<file path="config.mk">
export PLATFORM = sky130hd
export DESIGN_NAME = cae_exec
export DESIGN_NICKNAME = d
export VERILOG_FILES = /design/src/rtl/cae_alu.v /design/src/rtl/cae_exec.v
export VERILOG_INCLUDE_DIRS = /design/src /design/src/rtl
export SDC_FILE = /design/constraint.sdc
export NUM_CORES = 1
export LEC_CHECK = 0
export ABC_CLOCK_PERIOD_IN_PS = 3700
export BUFFER_PORTS_ARGS = -buffer_cell sky130_fd_sc_hd__buf_2
export CAP_MARGIN = 20
export CORE_ASPECT_RATIO = 0.7
export CORE_UTILIZATION = 30
export DETAILED_ROUTE_END_ITERATION = 10
export HOLD_SLACK_MARGIN = 0.12
export MAX_ROUTING_LAYER = met4
export PLACE_DENSITY = 0.49
export SLEW_MARGIN = 20
export SYNTH_ARGS = -nofsm -noshare
export SYNTH_HDL_FRONTEND = slang
export SYNTH_SLANG_ARGS = --single-unit
export TNS_END_PERCENT = 20
</file>
<file path="constraint.sdc">
create_clock -name ref_clk_i -period 3.7 [get_ports ref_clk_i]
set_input_delay 0.37 -clock ref_clk_i [delete_from_list [all_inputs] [get_ports ref_clk_i]]
set_output_delay 0.37 -clock ref_clk_i [all_outputs]
set_load 0.02 [all_outputs]
</file>
<file path="src/rtl/cae_consts.vh">
// Constants for the add-with-carry, page jump, logical AND and compare-branch executor.
// Assumes it is included by bare name from the executor files only.
`ifndef CAE_CONSTS_VH
`define CAE_CONSTS_VH

// Opcode patterns
`define CAE_OP_ADD_WITH_CARRY_OP_REG  8'b00111???
`define CAE_OP_ADD_WITH_CARRY_OP_IND  8'b0011011?
`define CAE_OP_ADD_WITH_CARRY_OP_DIR  8'h35
`define CAE_OP_ADD_WITH_CARRY_OP_IMM  8'h34
`define CAE_OP_JUMP_PAGE 8'b???00001
`define CAE_OP_AND_REG   8'b01011???
`define CAE_OP_AND_IND   8'b0101011?
`define CAE_OP_AND_DIR   8'h55
`define CAE_OP_AND_IMM   8'h54
`define CAE_OP_AND_DA    8'h52
`define CAE_OP_AND_DI    8'h53
`define CAE_OP_AND_CB    8'h82
`define CAE_OP_AND_CNB   8'hb0
`define CAE_OP_CMP_AD    8'hb5
`define CAE_OP_CMP_AI    8'hb4
`define CAE_OP_CMP_RI    8'b10111???
`define CAE_OP_CMP_II    8'b1011011?

// Instruction kinds
`define CAE_K_NONE    4'h0
`define CAE_K_ADD_WITH_CARRY_OP    4'h1
`define CAE_K_JUMP    4'h2
`define CAE_K_AND_A   4'h3
`define CAE_K_AND_DA  4'h4
`define CAE_K_AND_DI  4'h5
`define CAE_K_AND_CB  4'h6
`define CAE_K_AND_CNB 4'h7
`define CAE_K_CMP_AD  4'h8
`define CAE_K_CMP_AI  4'h9
`define CAE_K_CMP_RI  4'ha
`define CAE_K_CMP_II  4'hb

// Operand fetch modes
`define CAE_SRC_NONE 3'h0
`define CAE_SRC_REG  3'h1
`define CAE_SRC_DIR  3'h2
`define CAE_SRC_IND  3'h3
`define CAE_SRC_BIT  3'h4

// Memory spaces on the operand port
`define CAE_SP_DIR 2'h0
`define CAE_SP_IND 2'h1
`define CAE_SP_BIT 2'h2

// Timing: reference clocks per machine cycle, machine cycles per instruction
`define CAE_MC_CLKS 4'hc
`define CAE_MC_ONE  2'h1
`define CAE_MC_TWO  2'h2

// Instruction lengths
`define CAE_LEN_JUMP 16'h0002
`define CAE_LEN_CMP  16'h0003

`endif

</file>
<file path="src/rtl/cae_alu.v">
// Combinational datapath: add with carry and flags, AND, unsigned compare.
// Assumes the caller registers every result it keeps.
`timescale 1ns/1ps
module cae_alu (
  input  wire [7:0] a_i,
  input  wire [7:0] b_i,
  input  wire       cin_i,
  output wire [7:0] sum_o,
  output wire       carry_o,
  output wire       aux_carry_o,
  output wire       overflow_o,
  output wire [7:0] and_o,
  output wire       less_o,
  output wire       unequal_o
);
  wire [4:0] low_sum;
  wire [7:0] mid_sum;
  wire [8:0] full_sum;

  // Separate partial sums expose the carries out of bits 3 and 6
  assign low_sum     = {1'b0, a_i[3:0]} + {1'b0, b_i[3:0]} + {4'h0, cin_i};
  assign mid_sum     = {1'b0, a_i[6:0]} + {1'b0, b_i[6:0]} + {7'h00, cin_i};
  assign full_sum    = {1'b0, a_i} + {1'b0, b_i} + {8'h00, cin_i};
  assign sum_o       = full_sum[7:0];
  assign carry_o     = full_sum[8];
  assign aux_carry_o = low_sum[4];
  assign overflow_o  = full_sum[8] ^ mid_sum[7];
  assign and_o       = a_i & b_i;
  assign less_o      = a_i < b_i;
  assign unequal_o   = a_i != b_i;
endmodule // cae_alu

</file>
<file path="src/rtl/cae_exec.v">
// Executor for add-with-carry, page jump, byte and bit AND, and compare-branch.
// Assumes fetch hands over all instruction bytes with start, and that the
// register/RAM file answers a read within the cycle in which the strobe stands.
`timescale 1ns/1ps
`include "cae_consts.vh"
module cae_exec #(
  parameter [3:0] MC_CLKS = `CAE_MC_CLKS
) (
  input  wire        ref_clk_i,
  input  wire        reset_i,
  input  wire        start_i,
  input  wire [7:0]  opcode_i,
  input  wire [7:0]  byte2_i,
  input  wire [7:0]  byte3_i,
  input  wire [15:0] program_counter_i,
  input  wire [1:0]  bank_i,
  input  wire [7:0]  acc_i,
  input  wire        carry_i,
  input  wire [7:0]  mem_rdata_i,
  output wire        busy_o,
  output reg         done_o,
  output reg         mem_rd_o,
  output reg         mem_wr_o,
  output reg         mem_rmw_o,
  output reg  [1:0]  mem_space_o,
  output reg  [7:0]  mem_addr_o,
  output reg  [7:0]  mem_wdata_o,
  output reg         acc_we_o,
  output reg  [7:0]  acc_o,
  output reg         carry_we_o,
  output reg         carry_o,
  output reg         aux_carry_we_o,
  output reg         aux_carry_flag_o,
  output reg         overflow_we_o,
  output reg         overflow_flag_o,
  output reg         program_counter_we_o,
  output reg  [15:0] program_counter_o
);
  localparam S_IDLE = 4'b0001;
  localparam S_READ = 4'b0010;
  localparam S_EXEC = 4'b0100;
  localparam S_WAIT = 4'b1000;

  reg  [3:0]  state;
  reg  [3:0]  kind;
  reg  [2:0]  src;
  reg  [7:0]  op;
  reg  [7:0]  b2;
  reg  [7:0]  b3;
  reg  [15:0] pc_base;
  reg  [7:0]  acc;
  reg         cy;
  reg         ptr_pending;
  reg  [7:0]  opnd;
  reg  [1:0]  mc_left;
  reg  [3:0]  div;
  reg  [7:0]  alu_a;
  reg  [7:0]  alu_b;
  wire        mc_tick;
  wire [7:0]  sum;
  wire        add_cy;
  wire        add_ac;
  wire        add_ov;
  wire [7:0]  and_res;
  wire        less;
  wire        unequal;
  wire [15:0] next_jump;
  wire [15:0] next_cmp;
  wire [15:0] cmp_target;

  function [3:0] cae_kind;
    input [7:0] code;
    begin
      casez (code)
        `CAE_OP_ADD_WITH_CARRY_OP_REG, `CAE_OP_ADD_WITH_CARRY_OP_IND, `CAE_OP_ADD_WITH_CARRY_OP_DIR, `CAE_OP_ADD_WITH_CARRY_OP_IMM: cae_kind = `CAE_K_ADD_WITH_CARRY_OP;
        `CAE_OP_AND_REG, `CAE_OP_AND_IND, `CAE_OP_AND_DIR, `CAE_OP_AND_IMM:     cae_kind = `CAE_K_AND_A;
        `CAE_OP_AND_DA:  cae_kind = `CAE_K_AND_DA;
        `CAE_OP_AND_DI:  cae_kind = `CAE_K_AND_DI;
        `CAE_OP_AND_CB:  cae_kind = `CAE_K_AND_CB;
        `CAE_OP_AND_CNB: cae_kind = `CAE_K_AND_CNB;
        `CAE_OP_CMP_AD:  cae_kind = `CAE_K_CMP_AD;
        `CAE_OP_CMP_AI:  cae_kind = `CAE_K_CMP_AI;
        `CAE_OP_CMP_RI:  cae_kind = `CAE_K_CMP_RI;
        `CAE_OP_CMP_II:  cae_kind = `CAE_K_CMP_II;
        `CAE_OP_JUMP_PAGE: cae_kind = `CAE_K_JUMP;
        default:         cae_kind = `CAE_K_NONE;
      endcase
    end
  endfunction

  function [2:0] cae_src;
    input [3:0] k;
    input [7:0] code;
    begin
      case (k)
        `CAE_K_ADD_WITH_CARRY_OP, `CAE_K_AND_A: begin
          if (code[3])
            cae_src = `CAE_SRC_REG;
          else if (code[2:1] == 2'b11)
            cae_src = `CAE_SRC_IND;
          else if (code[0])
            cae_src = `CAE_SRC_DIR;
          else
            cae_src = `CAE_SRC_NONE;
        end
        `CAE_K_AND_DA, `CAE_K_AND_DI, `CAE_K_CMP_AD: cae_src = `CAE_SRC_DIR;
        `CAE_K_AND_CB, `CAE_K_AND_CNB:               cae_src = `CAE_SRC_BIT;
        `CAE_K_CMP_RI:                               cae_src = `CAE_SRC_REG;
        `CAE_K_CMP_II:                               cae_src = `CAE_SRC_IND;
        default:                                     cae_src = `CAE_SRC_NONE;
      endcase
    end
  endfunction

  function [1:0] cae_mcs;
    input [3:0] k;
    begin
      case (k)
        `CAE_K_JUMP, `CAE_K_AND_DI, `CAE_K_AND_CB, `CAE_K_AND_CNB,
        `CAE_K_CMP_AD, `CAE_K_CMP_AI, `CAE_K_CMP_RI, `CAE_K_CMP_II: cae_mcs = `CAE_MC_TWO;
        default: cae_mcs = `CAE_MC_ONE;
      endcase
    end
  endfunction

  assign busy_o     = (state != S_IDLE);
  assign mc_tick    = (state != S_IDLE) && (div == MC_CLKS - 4'h1);
  assign next_jump  = pc_base + `CAE_LEN_JUMP;
  assign next_cmp   = pc_base + `CAE_LEN_CMP;
  assign cmp_target = next_cmp + {{8{b3[7]}}, b3};

  // Operand routing: compare forms put the fetched byte first unless the accumulator leads
  always @* begin
    alu_a = acc;
    alu_b = opnd;
    case (kind)
      `CAE_K_ADD_WITH_CARRY_OP, `CAE_K_AND_A: begin
        alu_b = (src == `CAE_SRC_NONE) ? b2 : opnd;
      end
      `CAE_K_AND_DA: begin
        alu_a = opnd;
        alu_b = acc;
      end
      `CAE_K_AND_DI: begin
        alu_a = opnd;
        alu_b = b3;
      end
      `CAE_K_CMP_AI: begin
        alu_b = b2;
      end
      `CAE_K_CMP_RI, `CAE_K_CMP_II: begin
        alu_a = opnd;
        alu_b = b2;
      end
      default: begin
        alu_a = acc;
        alu_b = opnd;
      end
    endcase
  end

  cae_alu u_alu (
    .a_i         (alu_a),
    .b_i         (alu_b),
    .cin_i       (cy),
    .sum_o       (sum),
    .carry_o     (add_cy),
    .aux_carry_o (add_ac),
    .overflow_o  (add_ov),
    .and_o       (and_res),
    .less_o      (less),
    .unequal_o   (unequal)
  );

  always @(posedge ref_clk_i) begin
    if (reset_i) begin
      state                <= S_IDLE;
      kind                 <= `CAE_K_NONE;
      src                  <= `CAE_SRC_NONE;
      op                   <= 8'h00;
      b2                   <= 8'h00;
      b3                   <= 8'h00;
      pc_base              <= 16'h0000;
      acc                  <= 8'h00;
      cy                   <= 1'b0;
      ptr_pending          <= 1'b0;
      opnd                 <= 8'h00;
      mc_left              <= 2'h0;
      div                  <= 4'h0;
      done_o               <= 1'b0;
      mem_rd_o             <= 1'b0;
      mem_wr_o             <= 1'b0;
      mem_rmw_o            <= 1'b0;
      mem_space_o          <= `CAE_SP_DIR;
      mem_addr_o           <= 8'h00;
      mem_wdata_o          <= 8'h00;
      acc_we_o             <= 1'b0;
      acc_o                <= 8'h00;
      carry_we_o           <= 1'b0;
      carry_o              <= 1'b0;
      aux_carry_we_o       <= 1'b0;
      aux_carry_flag_o     <= 1'b0;
      overflow_we_o        <= 1'b0;
      overflow_flag_o      <= 1'b0;
      program_counter_we_o <= 1'b0;
      program_counter_o    <= 16'h0000;
    end else begin
      done_o               <= 1'b0;
      mem_rd_o             <= 1'b0;
      mem_wr_o             <= 1'b0;
      acc_we_o             <= 1'b0;
      carry_we_o           <= 1'b0;
      aux_carry_we_o       <= 1'b0;
      overflow_we_o        <= 1'b0;
      program_counter_we_o <= 1'b0;
      // Machine-cycle divider restarts with each instruction so its length is exact
      if (state == S_IDLE || mc_tick)
        div <= 4'h0;
      else
        div <= div + 4'h1;
      if (mc_tick && mc_left != 2'h0)
        mc_left <= mc_left - 2'h1;
      case (state)
        S_IDLE: begin
          if (start_i) begin
            kind        <= cae_kind(opcode_i);
            src         <= cae_src(cae_kind(opcode_i), opcode_i);
            mc_left     <= cae_mcs(cae_kind(opcode_i));
            op          <= opcode_i;
            b2          <= byte2_i;
            b3          <= byte3_i;
            pc_base     <= program_counter_i;
            acc         <= acc_i;
            cy          <= carry_i;
            ptr_pending <= 1'b0;
            mem_rmw_o   <= 1'b0;
            mem_space_o <= `CAE_SP_DIR;
            state       <= S_READ;
            case (cae_src(cae_kind(opcode_i), opcode_i))
              `CAE_SRC_REG: begin
                mem_rd_o   <= 1'b1;
                mem_addr_o <= {3'b000, bank_i, opcode_i[2:0]};
              end
              `CAE_SRC_IND: begin
                // Pointer register first; its value addresses the second read
                mem_rd_o    <= 1'b1;
                mem_addr_o  <= {3'b000, bank_i, 2'b00, opcode_i[0]};
                ptr_pending <= 1'b1;
              end
              `CAE_SRC_DIR: begin
                mem_rd_o   <= 1'b1;
                mem_addr_o <= byte2_i;
                mem_rmw_o  <= (cae_kind(opcode_i) == `CAE_K_AND_DA) ||
                              (cae_kind(opcode_i) == `CAE_K_AND_DI);
              end
              `CAE_SRC_BIT: begin
                mem_rd_o    <= 1'b1;
                mem_addr_o  <= byte2_i;
                mem_space_o <= `CAE_SP_BIT;
              end
              default: begin
                state <= S_EXEC;
              end
            endcase
          end
        end
        S_READ: begin
          if (ptr_pending) begin
            ptr_pending <= 1'b0;
            mem_rd_o    <= 1'b1;
            mem_space_o <= `CAE_SP_IND;
            mem_addr_o  <= mem_rdata_i;
          end else begin
            opnd  <= mem_rdata_i;
            state <= S_EXEC;
          end
        end
        S_EXEC: begin
          state <= S_WAIT;
          case (kind)
            `CAE_K_ADD_WITH_CARRY_OP: begin
              acc_we_o         <= 1'b1;
              acc_o            <= sum;
              carry_we_o       <= 1'b1;
              carry_o          <= add_cy;
              aux_carry_we_o   <= 1'b1;
              aux_carry_flag_o <= add_ac;
              overflow_we_o    <= 1'b1;
              overflow_flag_o  <= add_ov;
            end
            `CAE_K_JUMP: begin
              program_counter_we_o <= 1'b1;
              program_counter_o    <= {next_jump[15:11], op[7:5], b2};
            end
            `CAE_K_AND_A: begin
              acc_we_o <= 1'b1;
              acc_o    <= and_res;
            end
            `CAE_K_AND_DA, `CAE_K_AND_DI: begin
              mem_wr_o    <= 1'b1;
              mem_rmw_o   <= 1'b0;
              mem_space_o <= `CAE_SP_DIR;
              mem_addr_o  <= b2;
              mem_wdata_o <= and_res;
            end
            `CAE_K_AND_CB: begin
              carry_we_o <= 1'b1;
              carry_o    <= cy & opnd[0];
            end
            `CAE_K_AND_CNB: begin
              // Inverted copy only; the addressed bit itself is never written back
              carry_we_o <= 1'b1;
              carry_o    <= cy & ~opnd[0];
            end
            `CAE_K_CMP_AD, `CAE_K_CMP_AI, `CAE_K_CMP_RI, `CAE_K_CMP_II: begin
              carry_we_o           <= 1'b1;
              carry_o              <= less;
              program_counter_we_o <= 1'b1;
              program_counter_o    <= unequal ? cmp_target : next_cmp;
            end
            default: begin
              mem_rmw_o <= 1'b0;
            end
          endcase
        end
        S_WAIT: begin
          if (mc_tick && mc_left == 2'h1) begin
            done_o <= 1'b1;
            state  <= S_IDLE;
          end
        end
        default: begin
          state <= S_IDLE;
        end
      endcase
    end
  end
endmodule // cae_exec

</file>
==> results.toml <==
[outcome]
status = "completed"

[clocking]
clk_path_buf_depth = 2
htree_num_levels = 4
tritoncts = "built"
clock-sinks = 123
insertion_delay_ns = 0.44
cts.clk_slew.worst_paths_ns = 0.06
clk_root_buffer_cell = "clkbuf_16"
hold_buffers = 0
numCtsBuffers = 17

[sta]
totalNegativeSetupSlack_ns = 0
setup_viol = 0
tcrit_tclk_final_pct = 97.72
period_needed_ns = 3.615
worstMarginPinSlew_ns = 0.7815
relSlewSlack_pct = 46.55
unrepaired_setup_endpoints_after_global_routing = "yes"
fmax_mhz = 276.6
hold_viol = 0
finalMaxSlewViolations = 0
clock_skew_ns = 0.01501
layout_setup_ws_ns = 0.08452

[power_and_ir_drop]
fin_total_pwr_mw = 4.649
ir_worst_vdd_mv = 0.3533
power_per_cell_area_nw_per_um2 = 521.1
power.static_leakage_nw = 3.584

[job]
max_cap_viols = 0

[finish]
nets = 1140
n_antenna_cell = 0
syn2layout_area_growth_pct = 23.48
layout.cells.most_common = "nand2_1"
final_layout_size_suffix_gt1_share_pct = 21.84
filler_cell_count = 2544
layout.cells.most_common_list = "nand2_1 (181), dfxtp_1 (121), buf_2 (115)"

[place]
detailed_place_hpwl_mm = 18.31
post-place-ws_ns = 0.02166
io_buffer_count = 116
gpl.final_weighted_congestion = 0.9036

[grt]
grt_use_total_pct = 20.21
global_route.usage.met2_pct = 23.07
busiest_layer = "met1"
grt_pass1_vias = 6242
grtUsageMet1_pct = 32.89
grt_start_max_net_pins = 82
overflow = 0
grtUsageMet3_pct = 4.631
grt_antenna_before_repair = 0
grt_first_pass_wirelength_mm = 36.94

[routing]
detail_route.wirelength_mm = 23.96
detail_route.wl_per_cell_um = 17.48
first_pass_iters = 5
drc_errors = 0
number_of_nets_with_antenna_violations_after_routing = 0
routed-via-count = 6908
via_per_inst = 5.039
detail_route.iter0.violations = 570

[critical_path]
cp_max_fo = 3
worst-setup-path-type = "reg -> reg"
crit_required_ns = 3.99
r2r_slack_ns = 0.08
critical_path_arrival_ns = 3.91
crit_path_end_kind = "register"
crit_path_start_kind = "register"

[logic_synthesis]
number_of_flops_mapped_to_enable_cells_by_yosys = 0
synth_largest_area_cell = "dfxtp_1"
dominantRegCellSynth = "dfxtp_1"
synth_sequential_area_ratio_pct = 34.08
synth_cell_type_count = 78
syn_area_um2 = 7226
synthDominantCellAreaShare_pct = 34.08
postSynthCellCount = 925
syn-num-nets = 1025
yosys_register_bits = 123
synthTopCellsByArea = "dfxtp_1 (34%), nand2_1 (9.4%), a21oi_1 (8.0%)"
ys.warnings.count = 0
syn_avg_cell_area_um2 = 7.812
synth-async-reset-ratio_pct = 0

[hold_path]
holdCritPathClass = "in -> reg"

[floorplan]
chipWidth_um = 187.5
die_area_um2 = 24720
start_util_pct = 30.57
die_h_um = 131.8
core_region_area_um2 = 23640
placementRows = 47
ioPinCount = 117
## timing repair
item                                    in CTS  in global routing
gates resized for setup                      0                 10
buffers inserted                             0                  2
endpoints found under the setup margin       0                  5
## power by group
group | switching (mW) | internal [mW] | total, mW | leakage (nW)
clock | 0.653 | 1.11 | 1.76 | 0.281
sequential | 0.143 | 1.44 | 1.59 | 1.00
combinational | 0.801 | 0.498 | 1.30 | 2.30
total | 1.60 | 3.05 | 4.65 | 3.58
## path summary, 6_finish.rpt
kind | from | end | cells past startpoint
setup / recovery | src[2]$_SDFFE_PP0P_ | carry_o$_SDFFE_PP0P_ | 16
hold / removal | program_counter_i[8] | pc_base[8]$_SDFFE_PP0P_ | 3
setup reg to reg | src[2]$_SDFFE_PP0P_ | carry_o$_SDFFE_PP0P_ | 16
hold reg to reg | div[0]$_SDFF_PP0_ | div[0]$_SDFF_PP0_ | 1
## per-layer routing
layer	wire length, µm	vias to the layer above	share of wire (%)
met2	8281	212	35
met5	0	-	0
met1	14040	3177	59
li1	-	3498	-
met4	279	0	1.2
met3	1356	21	5.7
## stage by stage
stage	hold slack [ns]	cell area, µm²	cells	utilization, %
6_report	0.1666	8922	1371	37.74
5_1_grt	0.1679	8922	1371	37.74
4_1_cts	0.1575	8875	1369	37.54
3_5_place_dp	0.4400	8260	1337	34.94
3_3_place_gp	0.4350	8260	1337	34.94
2_1_floorplan	0.4175	7253	925	-
## logic make-up (layout without fill, tap and decap cells)
group	count (synthesis)	count (layout)	synth area share [%]
DFF	123	123	34.08
AOI/OAI and AO/OA	263	263	24.19
and+or+nand+nor	358	358	22.04
adders and majority gates	38	38	6.892
muxes	24	24	3.688
buffers and inverters	83	211	4.744
xor gates and xnor gates	36	36	4.364
## synth_stat cells, drive strengths merged, types with 4 or more instances
| cell type | number |
|---|---|
| a211oi | 19 |
| a21o | 8 |
| a21oi | 120 |
| a221o | 8 |
| a221oi | 6 |
| a22o | 6 |
| a311oi | 5 |
| a31oi | 12 |
| and2 | 6 |
| buf | 9 |
| clkbuf | 44 |
| dfxtp | 123 |
| ha | 35 |
| inv | 30 |
| mux2 | 12 |
| mux2i | 12 |
| nand2 | 181 |
| nand2b | 9 |
| nand3 | 12 |
| nand4 | 4 |
| nor2 | 89 |
| nor2b | 8 |
| nor3 | 16 |
| nor4 | 5 |
| o211ai | 19 |
| o21ai | 27 |
| o21bai | 4 |
| o221ai | 5 |
| or3 | 6 |
| xnor2 | 19 |
| xor2 | 17 |
## worst max-delay path, cell delays in order (launching register included)
cell and delay (ns):
dfxtp_2 0.32, or4_4 0.54, a21oi_4 0.16, nor2_2 0.06, a221o_1 0.37, inv_2 0.08
fa_2 0.21, inv_2 0.04, fa_2 0.39, a21o_1 0.16, a21o_1 0.16, a21o_1 0.16
a21oi_2 0.14, o21a_1 0.20, mux2i_1 0.09, a221oi_1 0.26, a211oi_1 0.12
## flip-flops by register name, indices dropped and copies added, names as in the netlist, 4 cells and up
| register | cells |
|---|---|
| pc_base | 16 |
| program_counter_o | 16 |
| acc | 8 |
| acc_o | 8 |
| b2 | 8 |
| b3 | 8 |
| mem_addr_o | 8 |
| mem_wdata_o | 8 |
| opnd | 8 |
| div | 4 |
| kind | 4 |
| state | 4 |
## final cells by class
cell class              instances  area (µm²)  area share (%)
flip-flops and latches        123        2465           27.63
clock buffers                  22       474.2           5.315
inverters                      30       112.6           1.262
clock inverters                10       140.1           1.571
well taps                     318       397.9           4.459
multi-input cells             719        4489           50.32
repair buffers                149       843.3           9.452
No activity file was read; power rests on OpenSTA's default activity.
